--- config.mk ---
export PLATFORM = sky130hd
export DESIGN_NAME = uoep_top
export DESIGN_NICKNAME = d
export VERILOG_FILES = /design/src/verilog/uoep_pkg.sv /design/src/verilog/uoep_reg_if.sv /design/src/verilog/uoep_axil.sv /design/src/verilog/uoep_countdown.sv /design/src/verilog/uoep_top.sv
export SDC_FILE = /design/constraint.sdc
export NUM_CORES = 1
export LEC_CHECK = 0
export BUFFER_PORTS_ARGS = -buffer_cell sky130_fd_sc_hd__clkbuf_2
export CORE_MARGIN = 1.5
export CORE_UTILIZATION = 55
export DETAILED_ROUTE_END_ITERATION = 16
export PLACE_DENSITY = 0.84
export SYNTH_ARGS = -nofsm -noshare
export SYNTH_HDL_FRONTEND = slang
export SYNTH_SLANG_ARGS = --single-unit
export TNS_END_PERCENT = 1
--- constraint.sdc ---
create_clock -name i_mclk -period 2.9 [get_ports i_mclk]
set_clock_uncertainty 0.2 [all_clocks]
set_input_delay 0.145 -clock i_mclk [delete_from_list [all_inputs] [get_ports i_mclk]]
set_output_delay 0.145 -clock i_mclk [all_outputs]
set_load 0.01 [all_outputs]
--- src/verilog/uoep_pkg.sv ---
// Constants and types for the OUT endpoint size and PHY gate block.
package uoep_pkg;
    // Register byte offsets on the slave port.
    localparam logic [3:0] OFS_XFER_SIZE = 4'h0;
    localparam logic [3:0] OFS_PHY_GATE  = 4'h4;
    localparam logic [3:0] OFS_INT_STS   = 4'h8;
    localparam logic [3:0] OFS_INT_MASK  = 4'hc;
    // Field positions and widths.
    localparam int PID_LSB  = 29;
    localparam int PKT_LSB  = 19;
    localparam int SUSP_BIT = 4;
    localparam int HALT_BIT = 0;
    localparam int PKT_W    = 10;
    localparam int BYTE_W   = 19;
    localparam int INT_W    = 2;
    localparam int INT_DONE = 0;
    localparam int INT_SUSP = 1;
    // Values after reset.
    localparam logic [PKT_W-1:0]  PKT_RST  = 10'h000;
    localparam logic [BYTE_W-1:0] BYTE_RST = 19'h00000;
    localparam logic [1:0]        PID_RST  = 2'h0;
    localparam logic              HALT_RST = 1'b0;
    localparam logic [INT_W-1:0]  INT_RST  = 2'h0;
    // Data PID codes as reported; 2'h1 to 2'h3 also count SETUP packets.
    localparam logic [1:0] PID_DATA0 = 2'h0;
    localparam logic [1:0] PID_DATA2 = 2'h1;
    localparam logic [1:0] PID_DATA1 = 2'h2;
    localparam logic [1:0] PID_MDATA = 2'h3;
    // Bus responses.
    localparam logic [1:0] RESP_OKAY   = 2'h0;
    localparam logic [1:0] RESP_SLVERR = 2'h2;

    typedef enum logic [1:0] {
        UOEP_WST_COLLECT = 2'b01,
        UOEP_WST_RESP    = 2'b10
    } uoep_wst_e;

    typedef struct packed {
        uoep_wst_e   wst;
        logic        aw_have;
        logic        w_have;
        logic [3:0]  addr;
        logic [31:0] data;
        logic [3:0]  strb;
        logic        awready;
        logic        wready;
        logic        bvalid;
        logic [1:0]  bresp;
        logic        wr_en;
        logic        arready;
        logic        rvalid;
        logic [31:0] rdata;
        logic [1:0]  rresp;
    } uoep_axil_s;

    typedef struct packed {
        logic [PKT_W-1:0]  pkt;
        logic [BYTE_W-1:0] bytes;
        logic              done;
    } uoep_cnt_s;

    // Only aligned words are mapped.
    function automatic logic uoep_mapped(input logic [3:0] a);
        return a[1:0] == 2'h0;
    endfunction : uoep_mapped

    // Merges write data into an old word under byte strobes.
    function automatic logic [31:0] uoep_merge(input logic [31:0] old,
                                               input logic [31:0] dat,
                                               input logic [3:0]  strb);
        logic [31:0] m;
        m = {{8{strb[3]}}, {8{strb[2]}}, {8{strb[1]}}, {8{strb[0]}}};
        return (old & ~m) | (dat & m);
    endfunction : uoep_merge
endpackage : uoep_pkg

--- src/verilog/uoep_reg_if.sv ---
// Register access carrier between the bus slave and the core.
`timescale 1ns/1ps
`default_nettype none
interface uoep_reg_if;
    logic        wr_en;
    logic [3:0]  wr_addr;
    logic [31:0] wr_data;
    logic [3:0]  wr_strb;
    logic [3:0]  rd_addr;
    logic [31:0] rd_data;
    modport bus  (output wr_en, wr_addr, wr_data, wr_strb, rd_addr, input rd_data);
    modport core (input wr_en, wr_addr, wr_data, wr_strb, rd_addr, output rd_data);
endinterface : uoep_reg_if
`default_nettype wire

--- src/verilog/uoep_axil.sv ---
// AXI4-Lite slave that turns bus transfers into register strobes.
`timescale 1ns/1ps
`default_nettype none
module uoep_axil
    import uoep_pkg::*;
(
    input  wire logic        i_mclk,    // System clock.
    input  wire logic        i_srst,    // Synchronous reset.
    input  wire logic [3:0]  i_awaddr,  // Write address.
    input  wire logic        i_awvalid, // Write address valid.
    output var  logic        o_awready, // Write address ready.
    input  wire logic [31:0] i_wdata,   // Write data.
    input  wire logic [3:0]  i_wstrb,   // Write strobes.
    input  wire logic        i_wvalid,  // Write data valid.
    output var  logic        o_wready,  // Write data ready.
    output var  logic [1:0]  o_bresp,   // Write response.
    output var  logic        o_bvalid,  // Write response valid.
    input  wire logic        i_bready,  // Write response ready.
    input  wire logic [3:0]  i_araddr,  // Read address.
    input  wire logic        i_arvalid, // Read address valid.
    output var  logic        o_arready, // Read address ready.
    output var  logic [31:0] o_rdata,   // Read data.
    output var  logic [1:0]  o_rresp,   // Read response.
    output var  logic        o_rvalid,  // Read data valid.
    input  wire logic        i_rready,  // Read data ready.
    uoep_reg_if.bus          ifc        // Register strobes.
);
    uoep_axil_s r_reg;
    uoep_axil_s r_next;

    // Address and data are taken in either order; one write at a time.
    always_comb
    begin
        r_next = r_reg;
        r_next.wr_en = 1'b0;
        if (i_awvalid && r_reg.awready)
        begin
            r_next.aw_have = 1'b1;
            r_next.addr    = i_awaddr;
        end
        if (i_wvalid && r_reg.wready)
        begin
            r_next.w_have = 1'b1;
            r_next.data   = i_wdata;
            r_next.strb   = i_wstrb;
        end
        case (r_reg.wst)
            UOEP_WST_COLLECT:
                if (r_reg.aw_have && r_reg.w_have)
                begin
                    r_next.wr_en  = uoep_mapped(r_reg.addr);
                    r_next.bvalid = 1'b1;
                    r_next.bresp  = uoep_mapped(r_reg.addr) ? RESP_OKAY : RESP_SLVERR;
                    r_next.wst    = UOEP_WST_RESP;
                end
            UOEP_WST_RESP:
                if (i_bready)
                begin
                    r_next.bvalid  = 1'b0;
                    r_next.aw_have = 1'b0;
                    r_next.w_have  = 1'b0;
                    r_next.wst     = UOEP_WST_COLLECT;
                end
            default: r_next.wst = UOEP_WST_COLLECT;
        endcase
        r_next.awready = !r_next.aw_have;
        r_next.wready  = !r_next.w_have;
        if (r_reg.rvalid)
        begin
            if (i_rready)
            begin
                r_next.rvalid  = 1'b0;
                r_next.arready = 1'b1;
            end
        end
        else if (i_arvalid && r_reg.arready)
        begin
            r_next.rvalid  = 1'b1;
            r_next.arready = 1'b0;
            r_next.rdata   = uoep_mapped(i_araddr) ? ifc.rd_data : 32'h0000_0000;
            r_next.rresp   = uoep_mapped(i_araddr) ? RESP_OKAY : RESP_SLVERR;
        end
    end

    // State register.
    always_ff @(posedge i_mclk)
    begin
        if (i_srst)
            r_reg <= '{wst: UOEP_WST_COLLECT, awready: 1'b1, wready: 1'b1,
                       arready: 1'b1, default: '0};
        else
            r_reg <= r_next;
    end

    // Outputs and strobes.
    assign o_awready   = r_reg.awready;
    assign o_wready    = r_reg.wready;
    assign o_bvalid    = r_reg.bvalid;
    assign o_bresp     = r_reg.bresp;
    assign o_arready   = r_reg.arready;
    assign o_rvalid    = r_reg.rvalid;
    assign o_rdata     = r_reg.rdata;
    assign o_rresp     = r_reg.rresp;
    assign ifc.wr_en   = r_reg.wr_en;
    assign ifc.wr_addr = r_reg.addr;
    assign ifc.wr_data = r_reg.data;
    assign ifc.wr_strb = r_reg.strb;
    assign ifc.rd_addr = i_araddr;
endmodule : uoep_axil
`default_nettype wire

--- src/verilog/uoep_countdown.sv ---
// Packet and byte countdowns of one OUT endpoint.
`timescale 1ns/1ps
`default_nettype none
module uoep_countdown
    import uoep_pkg::*;
(
    input  wire logic              i_mclk,      // System clock.
    input  wire logic              i_srst,      // Synchronous reset.
    input  wire logic              i_load,      // Software load pulse.
    input  wire logic [PKT_W-1:0]  i_load_pkt,  // Packet count to load.
    input  wire logic [BYTE_W-1:0] i_load_byte, // Byte count to load.
    input  wire logic              i_owned,     // Endpoint enabled.
    input  wire logic              i_pkt_wr,    // Packet into FIFO.
    input  wire logic              i_mem_rd,    // Packet to memory.
    input  wire logic [BYTE_W-1:0] i_mem_bytes, // Bytes of that packet.
    output var  logic [PKT_W-1:0]  o_pkt,       // Packet countdown.
    output var  logic [BYTE_W-1:0] o_bytes,     // Byte countdown.
    output var  logic              o_done       // Byte count hit zero.
);
    uoep_cnt_s r_reg;
    uoep_cnt_s r_next;

    // Apart from a software load, counts move only while the endpoint is owned by hardware.
    always_comb
    begin
        r_next = r_reg;
        r_next.done = 1'b0;
        if (i_load)
        begin
            r_next.pkt   = i_load_pkt;
            r_next.bytes = i_load_byte;
        end
        else if (i_owned)
        begin
            if (i_pkt_wr && r_reg.pkt != PKT_RST)
                r_next.pkt = r_reg.pkt - 1'b1;
            if (i_mem_rd && r_reg.bytes != BYTE_RST)
            begin
                r_next.bytes = (i_mem_bytes >= r_reg.bytes) ? BYTE_RST
                                                            : r_reg.bytes - i_mem_bytes;
                r_next.done  = i_mem_bytes >= r_reg.bytes;
            end
        end
    end

    always_ff @(posedge i_mclk)
    begin
        if (i_srst)
            r_reg <= '{pkt: PKT_RST, bytes: BYTE_RST, done: 1'b0};
        else
            r_reg <= r_next;
    end

    assign o_pkt   = r_reg.pkt;
    assign o_bytes = r_reg.bytes;
    assign o_done  = r_reg.done;
endmodule : uoep_countdown
`default_nettype wire

--- src/verilog/uoep_top.sv ---
// Top of the OUT endpoint size bookkeeping and PHY clock gate block.
//
// Decided for this implementation: the address map and the AXI4-Lite interface to the registers.
`timescale 1ns/1ps
`default_nettype none
module uoep_top
    import uoep_pkg::*;
(
    input  wire logic              i_mclk,           // System clock, 25 MHz.
    input  wire logic              i_srst,           // Synchronous reset.
    input  wire logic [3:0]        i_s_axi_awaddr,   // Write address.
    input  wire logic              i_s_axi_awvalid,  // Write address valid.
    output var  logic              o_s_axi_awready,  // Write address ready.
    input  wire logic [31:0]       i_s_axi_wdata,    // Write data.
    input  wire logic [3:0]        i_s_axi_wstrb,    // Write strobes.
    input  wire logic              i_s_axi_wvalid,   // Write data valid.
    output var  logic              o_s_axi_wready,   // Write data ready.
    output var  logic [1:0]        o_s_axi_bresp,    // Write response.
    output var  logic              o_s_axi_bvalid,   // Write response valid.
    input  wire logic              i_s_axi_bready,   // Write response ready.
    input  wire logic [3:0]        i_s_axi_araddr,   // Read address.
    input  wire logic              i_s_axi_arvalid,  // Read address valid.
    output var  logic              o_s_axi_arready,  // Read address ready.
    output var  logic [31:0]       o_s_axi_rdata,    // Read data.
    output var  logic [1:0]        o_s_axi_rresp,    // Read response.
    output var  logic              o_s_axi_rvalid,   // Read data valid.
    input  wire logic              i_s_axi_rready,   // Read data ready.
    input  wire logic              i_ep_enabled,     // Endpoint enable bit.
    input  wire logic              i_ep_isochronous, // Endpoint is isochronous.
    input  wire logic              i_fifo_pkt_wr,    // Packet written to FIFO.
    input  wire logic [1:0]        i_fifo_pkt_pid,   // Data PID of that packet.
    input  wire logic              i_mem_pkt_rd,     // Packet drained to memory.
    input  wire logic [BYTE_W-1:0] i_mem_pkt_bytes,  // Bytes in that packet.
    input  wire logic              i_phy_suspended,  // PHY suspend level, async.
    output var  logic              o_phy_clock_halt, // Stops the PHY clock.
    output var  logic              o_xfer_complete,  // Byte count reached zero.
    output var  logic              o_irq             // Level interrupt.
);
    // Core state held in one record.
    typedef struct packed {
        logic [1:0]       pid;
        logic             halt;
        logic [1:0]       sync;
        logic             susp_d;
        logic [INT_W-1:0] sts;
        logic [INT_W-1:0] mask;
        logic             irq;
    } uoep_top_s;

    uoep_top_s r_reg;
    uoep_top_s r_next;

    uoep_reg_if ifc ();

    logic [PKT_W-1:0]  cnt_pkt;
    logic [BYTE_W-1:0] cnt_bytes;
    logic              cnt_done;
    logic              xfer_wr;
    logic [31:0]       xfer_word;
    logic [31:0]       xfer_new;
    logic [31:0]       gate_word;
    logic              susp_now;

    // Bus slave.
    uoep_axil u_axil (
        .i_mclk    (i_mclk),
        .i_srst    (i_srst),
        .i_awaddr  (i_s_axi_awaddr),
        .i_awvalid (i_s_axi_awvalid),
        .o_awready (o_s_axi_awready),
        .i_wdata   (i_s_axi_wdata),
        .i_wstrb   (i_s_axi_wstrb),
        .i_wvalid  (i_s_axi_wvalid),
        .o_wready  (o_s_axi_wready),
        .o_bresp   (o_s_axi_bresp),
        .o_bvalid  (o_s_axi_bvalid),
        .i_bready  (i_s_axi_bready),
        .i_araddr  (i_s_axi_araddr),
        .i_arvalid (i_s_axi_arvalid),
        .o_arready (o_s_axi_arready),
        .o_rdata   (o_s_axi_rdata),
        .o_rresp   (o_s_axi_rresp),
        .o_rvalid  (o_s_axi_rvalid),
        .i_rready  (i_s_axi_rready),
        .ifc       (ifc.bus)
    );

    // Current transfer size word; bit 31 is reserved.
    assign xfer_word = {1'b0, r_reg.pid, cnt_pkt, cnt_bytes};
    assign xfer_new  = uoep_merge(xfer_word, ifc.wr_data, ifc.wr_strb);

    // Transfer size writes are dropped while the endpoint is enabled.
    assign xfer_wr = ifc.wr_en && ifc.wr_addr == OFS_XFER_SIZE && !i_ep_enabled;

    // Suspend level after the two synchroniser stages.
    // Suspend status flag.
    assign susp_now = r_reg.sync[1];

    // Gating word with reserved bits at zero.
    assign gate_word = {27'h0000000, susp_now, 3'h0, r_reg.halt};

    // Countdown unit; a software load happens only while disabled.
    uoep_countdown u_cnt (
        .i_mclk      (i_mclk),
        .i_srst      (i_srst),
        .i_load      (xfer_wr),
        .i_load_pkt  (xfer_new[PKT_LSB +: PKT_W]),
        .i_load_byte (xfer_new[BYTE_W-1:0]),
        .i_owned     (i_ep_enabled),
        .i_pkt_wr    (i_fifo_pkt_wr),
        .i_mem_rd    (i_mem_pkt_rd),
        .i_mem_bytes (i_mem_pkt_bytes),
        .o_pkt       (cnt_pkt),
        .o_bytes     (cnt_bytes),
        .o_done      (cnt_done)
    );

    // Register read decode.
    always_comb
    begin
        case (ifc.rd_addr)
            OFS_XFER_SIZE: ifc.rd_data = xfer_word;
            OFS_PHY_GATE:  ifc.rd_data = gate_word;
            OFS_INT_STS:   ifc.rd_data = {30'h00000000, r_reg.sts};
            OFS_INT_MASK:  ifc.rd_data = {30'h00000000, r_reg.mask};
            default:       ifc.rd_data = 32'h0000_0000;
        endcase
    end

    // Next state of the core registers.
    always_comb
    begin
        r_next = r_reg;
        // The first stage feeds only the second.
        r_next.sync   = {r_reg.sync[0], i_phy_suspended};
        r_next.susp_d = r_reg.sync[1];
        if (xfer_wr)
            r_next.pid = xfer_new[PID_LSB +: 2];
        else if (i_ep_enabled && i_ep_isochronous && i_fifo_pkt_wr)
            r_next.pid = i_fifo_pkt_pid;
        if (ifc.wr_en && ifc.wr_addr == OFS_PHY_GATE && ifc.wr_strb[0])
            r_next.halt = ifc.wr_data[HALT_BIT];
        if (ifc.wr_en && ifc.wr_addr == OFS_INT_MASK && ifc.wr_strb[0])
            r_next.mask = ifc.wr_data[INT_W-1:0];
        // Write one to clear; a new event wins over the clear.
        if (ifc.wr_en && ifc.wr_addr == OFS_INT_STS && ifc.wr_strb[0])
            r_next.sts = r_reg.sts & ~ifc.wr_data[INT_W-1:0];
        if (cnt_done)
            r_next.sts[INT_DONE] = 1'b1;
        if (r_reg.sync[1] && !r_reg.susp_d)
            r_next.sts[INT_SUSP] = 1'b1;
        r_next.irq = |(r_next.sts & r_next.mask);
    end

    always_ff @(posedge i_mclk)
    begin
        if (i_srst)
            r_reg <= '{pid: PID_RST, halt: HALT_RST, sync: 2'h0, susp_d: 1'b0,
                       sts: INT_RST, mask: INT_RST, irq: 1'b0};
        else
            r_reg <= r_next;
    end

    // Halt bit drives the PHY clock stop.
    assign o_phy_clock_halt = r_reg.halt;
    assign o_irq            = r_reg.irq;
    assign o_xfer_complete  = cnt_done;
endmodule : uoep_top
`default_nettype wire
Word level (Yosys, flattened, before mapping):

Cells that the tools add are included.

* add/subtract/negate cells: 2
* multiplexer cells: 27
* reduce and logical (&&, ||, !) cells: 43
* bitwise operators: 12
* equality and inequality tests: 11
* order comparisons: 1

Operators by type and width (number)
* 31-bit case mux with 4 select lines: 1
* 31-bit bitwise AND: 2
* 36-bit 2-to-1 mux: 1
* 31-bit 2-to-1 mux: 1
* 31-bit inverter: 1
* 31-bit OR: 1
* 30-bit 2-to-1 mux: 1
* 29-bit 2-to-1 mux: 1
* 2-bit 2-to-1 mux: 10
* 20-bit 2-to-1 mux: 1
* 19-bit >= comparator: 1
* 19-bit 2-to-1 mux: 1
* 19-bit nonzero test: 1
* 19-bit subtractor: 1
* 1-bit logical AND: 17
* 4-bit equality test (second input constant): 4
* 2-bit AND reduction: 6
* 2-bit nonzero test: 6
* 10-bit 2-to-1 mux: 1
* 10-bit nonzero test: 1
* 10-bit by 1-bit subtractor with 10-bit output (second input constant): 1
* 4-bit by 3-bit equality test with 1-bit output (second input constant): 2
* 4-bit logical NOT: 2
* 4-bit 2-to-1 mux: 2
* other kinds (16): 30

* register bits: 126
* input bits: 77

Depth between registers and ports, before layout:

* depth in word-level cells: 7
* mapped depth: 11
* depth with buffers taken out: 11

Modules after synthesis:

Synthesis repeated with hierarchy kept, for this count alone.

* cell total of the unflattened synthesis: 935
* area, all modules: 8287.9 µm²

Modules (own cells, without submodules)
* uoep_axil: cells each 448, area each 4297.9 µm², seq. area each 1681.6 µm², instances 1
* uoep_countdown: cells each 370, area each 2894.0 µm², seq. area each 600.6 µm², instances 1
* uoep_top: cells each 117, area each 1096.1 µm², seq. area each 220.2 µm², instances 1

Worst setup path before layout:

OpenSTA, ideal clock, no wires.

* path type: register to register
* start: register with a tool-made name
* end: register with a tool-made name
* data arrival time: 2.215 ns
* data required time: 2.568 ns
* path buffers: 0
* setup time: 0.132 ns
* clock period less this slack: 2.547 ns
* path slack: 0.353 ns
* cell stages (with the launch flop): 12
* cells stage by stage: dfxtp_1 > inv_1 > ha_1 > inv_1 > fa_1 > a211oi_1 > o21bai_1 > o31ai_2 > o21ai_1 > or3_1 > nand4_1 > a21oi_1

==> key figures <==
Run status
  • Status: finished clean

Die
  • Core box area: 11000 µm²
  • Initial Util: 57.2%
  • FP Rows: 38
  • Die span in x: 110 µm
  • Die H: 110 µm
  • Die area: 12100 µm²
  • # IOs: 121

STA
  • Setup ws final: 0.0795 ns
  • Max Transition Viols Final: 0
  • Setup violations, final: 0
  • Hold_ws: 0.0114 ns
  • Final hold vios: 0
  • Period utilization: 97.3%
  • Relative slew margins: 45.8%
  • Final min period: 2.82 ns
  • Measured slew at the worst slew-check pin: 0.814 ns
  • RSZ-0062 raised after global routing: yes
  • FMAX: 0.355 GHz

Worst hold path
  • Hold depth: 4
  • Worst hold path endpoint: u_axil.o_rresp[1]
  • Hold crit path type: in -> reg
  • Worst hold start: i_s_axi_arvalid

Critical path
  • Worst Path Required: 2.96 ns
  • Worst Path Arrival: 2.88 ns
  • Worst-path maximum fanout: 5
  • R2r worst-path depth: 11
  • Startpoint Class: flip-flop
  • Crit. End Element: flip-flop
  • Critical path type: reg -> reg
  • R2r setup slk: 0.08 ns

Layout
  • Layout cells sized above 1: 20.2%
  • NumNets Final: 1030
  • Area growth from synthesis to layout: 27.5%
  • # diodes: 0

Placed design
  • Dpl ws: 0.119 ns
  • Hpwl dp: 11.8 mm
  • Gp weighted congestion: 0.945
  • PortBufs: 116

Logic synthesis
  • Post-synthesis register bit count: 123
  • Post-synthesis sequential area ratio: 39.2%
  • Mean Syn Cell Area: 7.95 µm²
  • Synth area leader: dfxtp_1
  • Mapped Area: 6280 µm²
  • Post-synth ARST share: 0%
  • Synth top area share: 39.2%
  • Top post-synthesis cells by area: dfxtp_1, nand2_1, a21oi_1
  • Syn Inst Count: 790
  • Synth unique cells: 66
  • Synth Flop Type: dfxtp_1
  • Yosys warning count: 0
  • Post-synth EDFFs: 0

Clocking
  • TritonCTS Buffers: 17
  • Post-CTS sizing: 0
  • Setup bufs post-CTS: 0
  • Clock root buffer: clkbuf_16
  • CTS max path bufs: 2
  • TritonCTS Sinks: 123
  • Clock transition at the registers of the reported paths: 0.05 ns
  • CTS tree: yes
  • Number of H-tree levels: 4
  • Clock Latency Late Sink: 0.41 ns

Routing
  • Via Count: 6272
  • Drt via density: 5.79
  • Post-route DRC: 0
  • Wire per inst: 16.3 µm
  • Final ANT Viol Nets: 0
  • Number of DRC markers in iteration 0: 564
  • TritonRoute pass-1 iters: 5
  • Routed WL: 17.7 mm

Global routing
  • Largest net degree at the start of global routing: 80
  • GRT Total Usage: 30.4%
  • First-pass GRT wire length: 28.2 mm
  • Initial antenna violation count: 0
  • Grt ovf: 0
  • Vias in the first global route: 5912

Run
  • Max_cap viols: 0

Power and ir drop
  • Leakage power: 3.52 nW
  • Max rail drop VDD: 0.587 mV
  • Total power: 0.00479 W
  • PwrDens: 598 nW/µm²
[worst max-delay path by stage]
stage | endpoint
finish | flip-flop
global route | flip-flop
CTS | flip-flop
detailed placement | flip-flop
global placement | flip-flop
floorplan | flip-flop
[area by class of cell]
cell class | count | area, µm²
repair buffers | 197 | 1350
flip-flops and latches | 123 | 2460
clock buffers | 21 | 470
clock inverters | 10 | 165
fillers | 816 | 2980
inverters | 34 | 128
multi-input cells | 559 | 3250
well taps | 140 | 175
[metal layers]
metal	up-vias	track usage, %	share of wire (%)
met4	0	13.9	3.2
met3	49	7.11	6.9
met5	-	0	0
met2	266	48.4	46
li1	3028	-	-
met1	2929	38.9	44
[critical path: stages, from the launching register on]
cell      delay (ns)
dfxtp_1         0.35
inv_1           0.07
ha_1            0.15
inv_1           0.05
fa_1            0.42
a211oi_1        0.22
o21bai_1        0.15
o31ai_2         0.28
o21ai_1         0.22
or3_1           0.39
nand4_1         0.10
a21oi_1         0.07
[Yosys cell counts (all sizes together) (2+ instances only)]
library cell	n
nand2b	4
or3b	2
o31ai	8
a21oi	89
o211ai	3
nor3	22
a31o	2
and3	4
mux2i	8
nand2	126
or3	7
xnor2	7
a21boi	2
a31oi	6
nand3b	3
or2	2
a22oi	40
o21a	4
xor2	7
o21bai	3
nand3	23
a21o	8
nor2b	8
o21ai	20
nand4	8
dfxtp	123
and2	6
a22o	2
inv	34
a211oi	12
and4	2
ha	20
nor2	77
nor4	8
buf	44
clkbuf	32
[report_power, final]
group	internal (W)	total, W	switching [W]	leakage (nW)
clock network	0.00150	0.00226	0.000762	0.301
logic	0.000302	0.000676	0.000374	2.22
registers	0.00177	0.00185	0.0000830	1.00
[cell families (layout without fill, tap and decap cells)]
logic type / after synthesis / in the layout / share of synthesized area [%]
XOR/XNOR: 14 / 14 / 1.95
adder cells (fa/ha/maj): 21 / 21 / 4.30
AO/OA/AOI/OAI: 206 / 206 / 21.3
buffers and inverters: 110 / 262 / 9.10
flip-flops: 123 / 123 / 39.2
AND/OR/NAND/NOR: 305 / 305 / 22.3
multiplexers: 10 / 10 / 1.81
other: 1 / 3 / 0.0597
[per-stage QoR]
step	cell area, µm²	setup TNS, ns	utilization [%]	cells
3_3_place_gp	6780	0	61.7	994
5_1_grt	8010	-0.0700	72.9	1084
3_5_place_dp	6780	0	61.7	994
6_report	8010	0	72.9	1084
2_1_floorplan	6290	0	-	792
4_1_cts	8010	0	72.9	1084
[what timing repair did]
action                                  CTS  global route
hold buffers                             59             0
endpoints found under the setup margin    0             2
endpoints found under the hold margin    55             0
[placed cells by master, fill, tap and decap left out, types with 8 or more instances in the layout]
cell type / n
clkbuf_16: 17
dfxtp_1: 123
a21oi_1: 86
a22oi_1: 40
dlygate4sd3_1: 59
nor2b_1: 8
clkbuf_2: 115
nor3_1: 20
mux2i_1: 8
nor2_1: 76
o21ai_0: 17
buf_4: 22
nand3_1: 23
ha_1: 20
nand2_1: 126
inv_1: 34
a211oi_1: 11
nand4_1: 8
No activity file was read; power rests on OpenSTA's default activity.
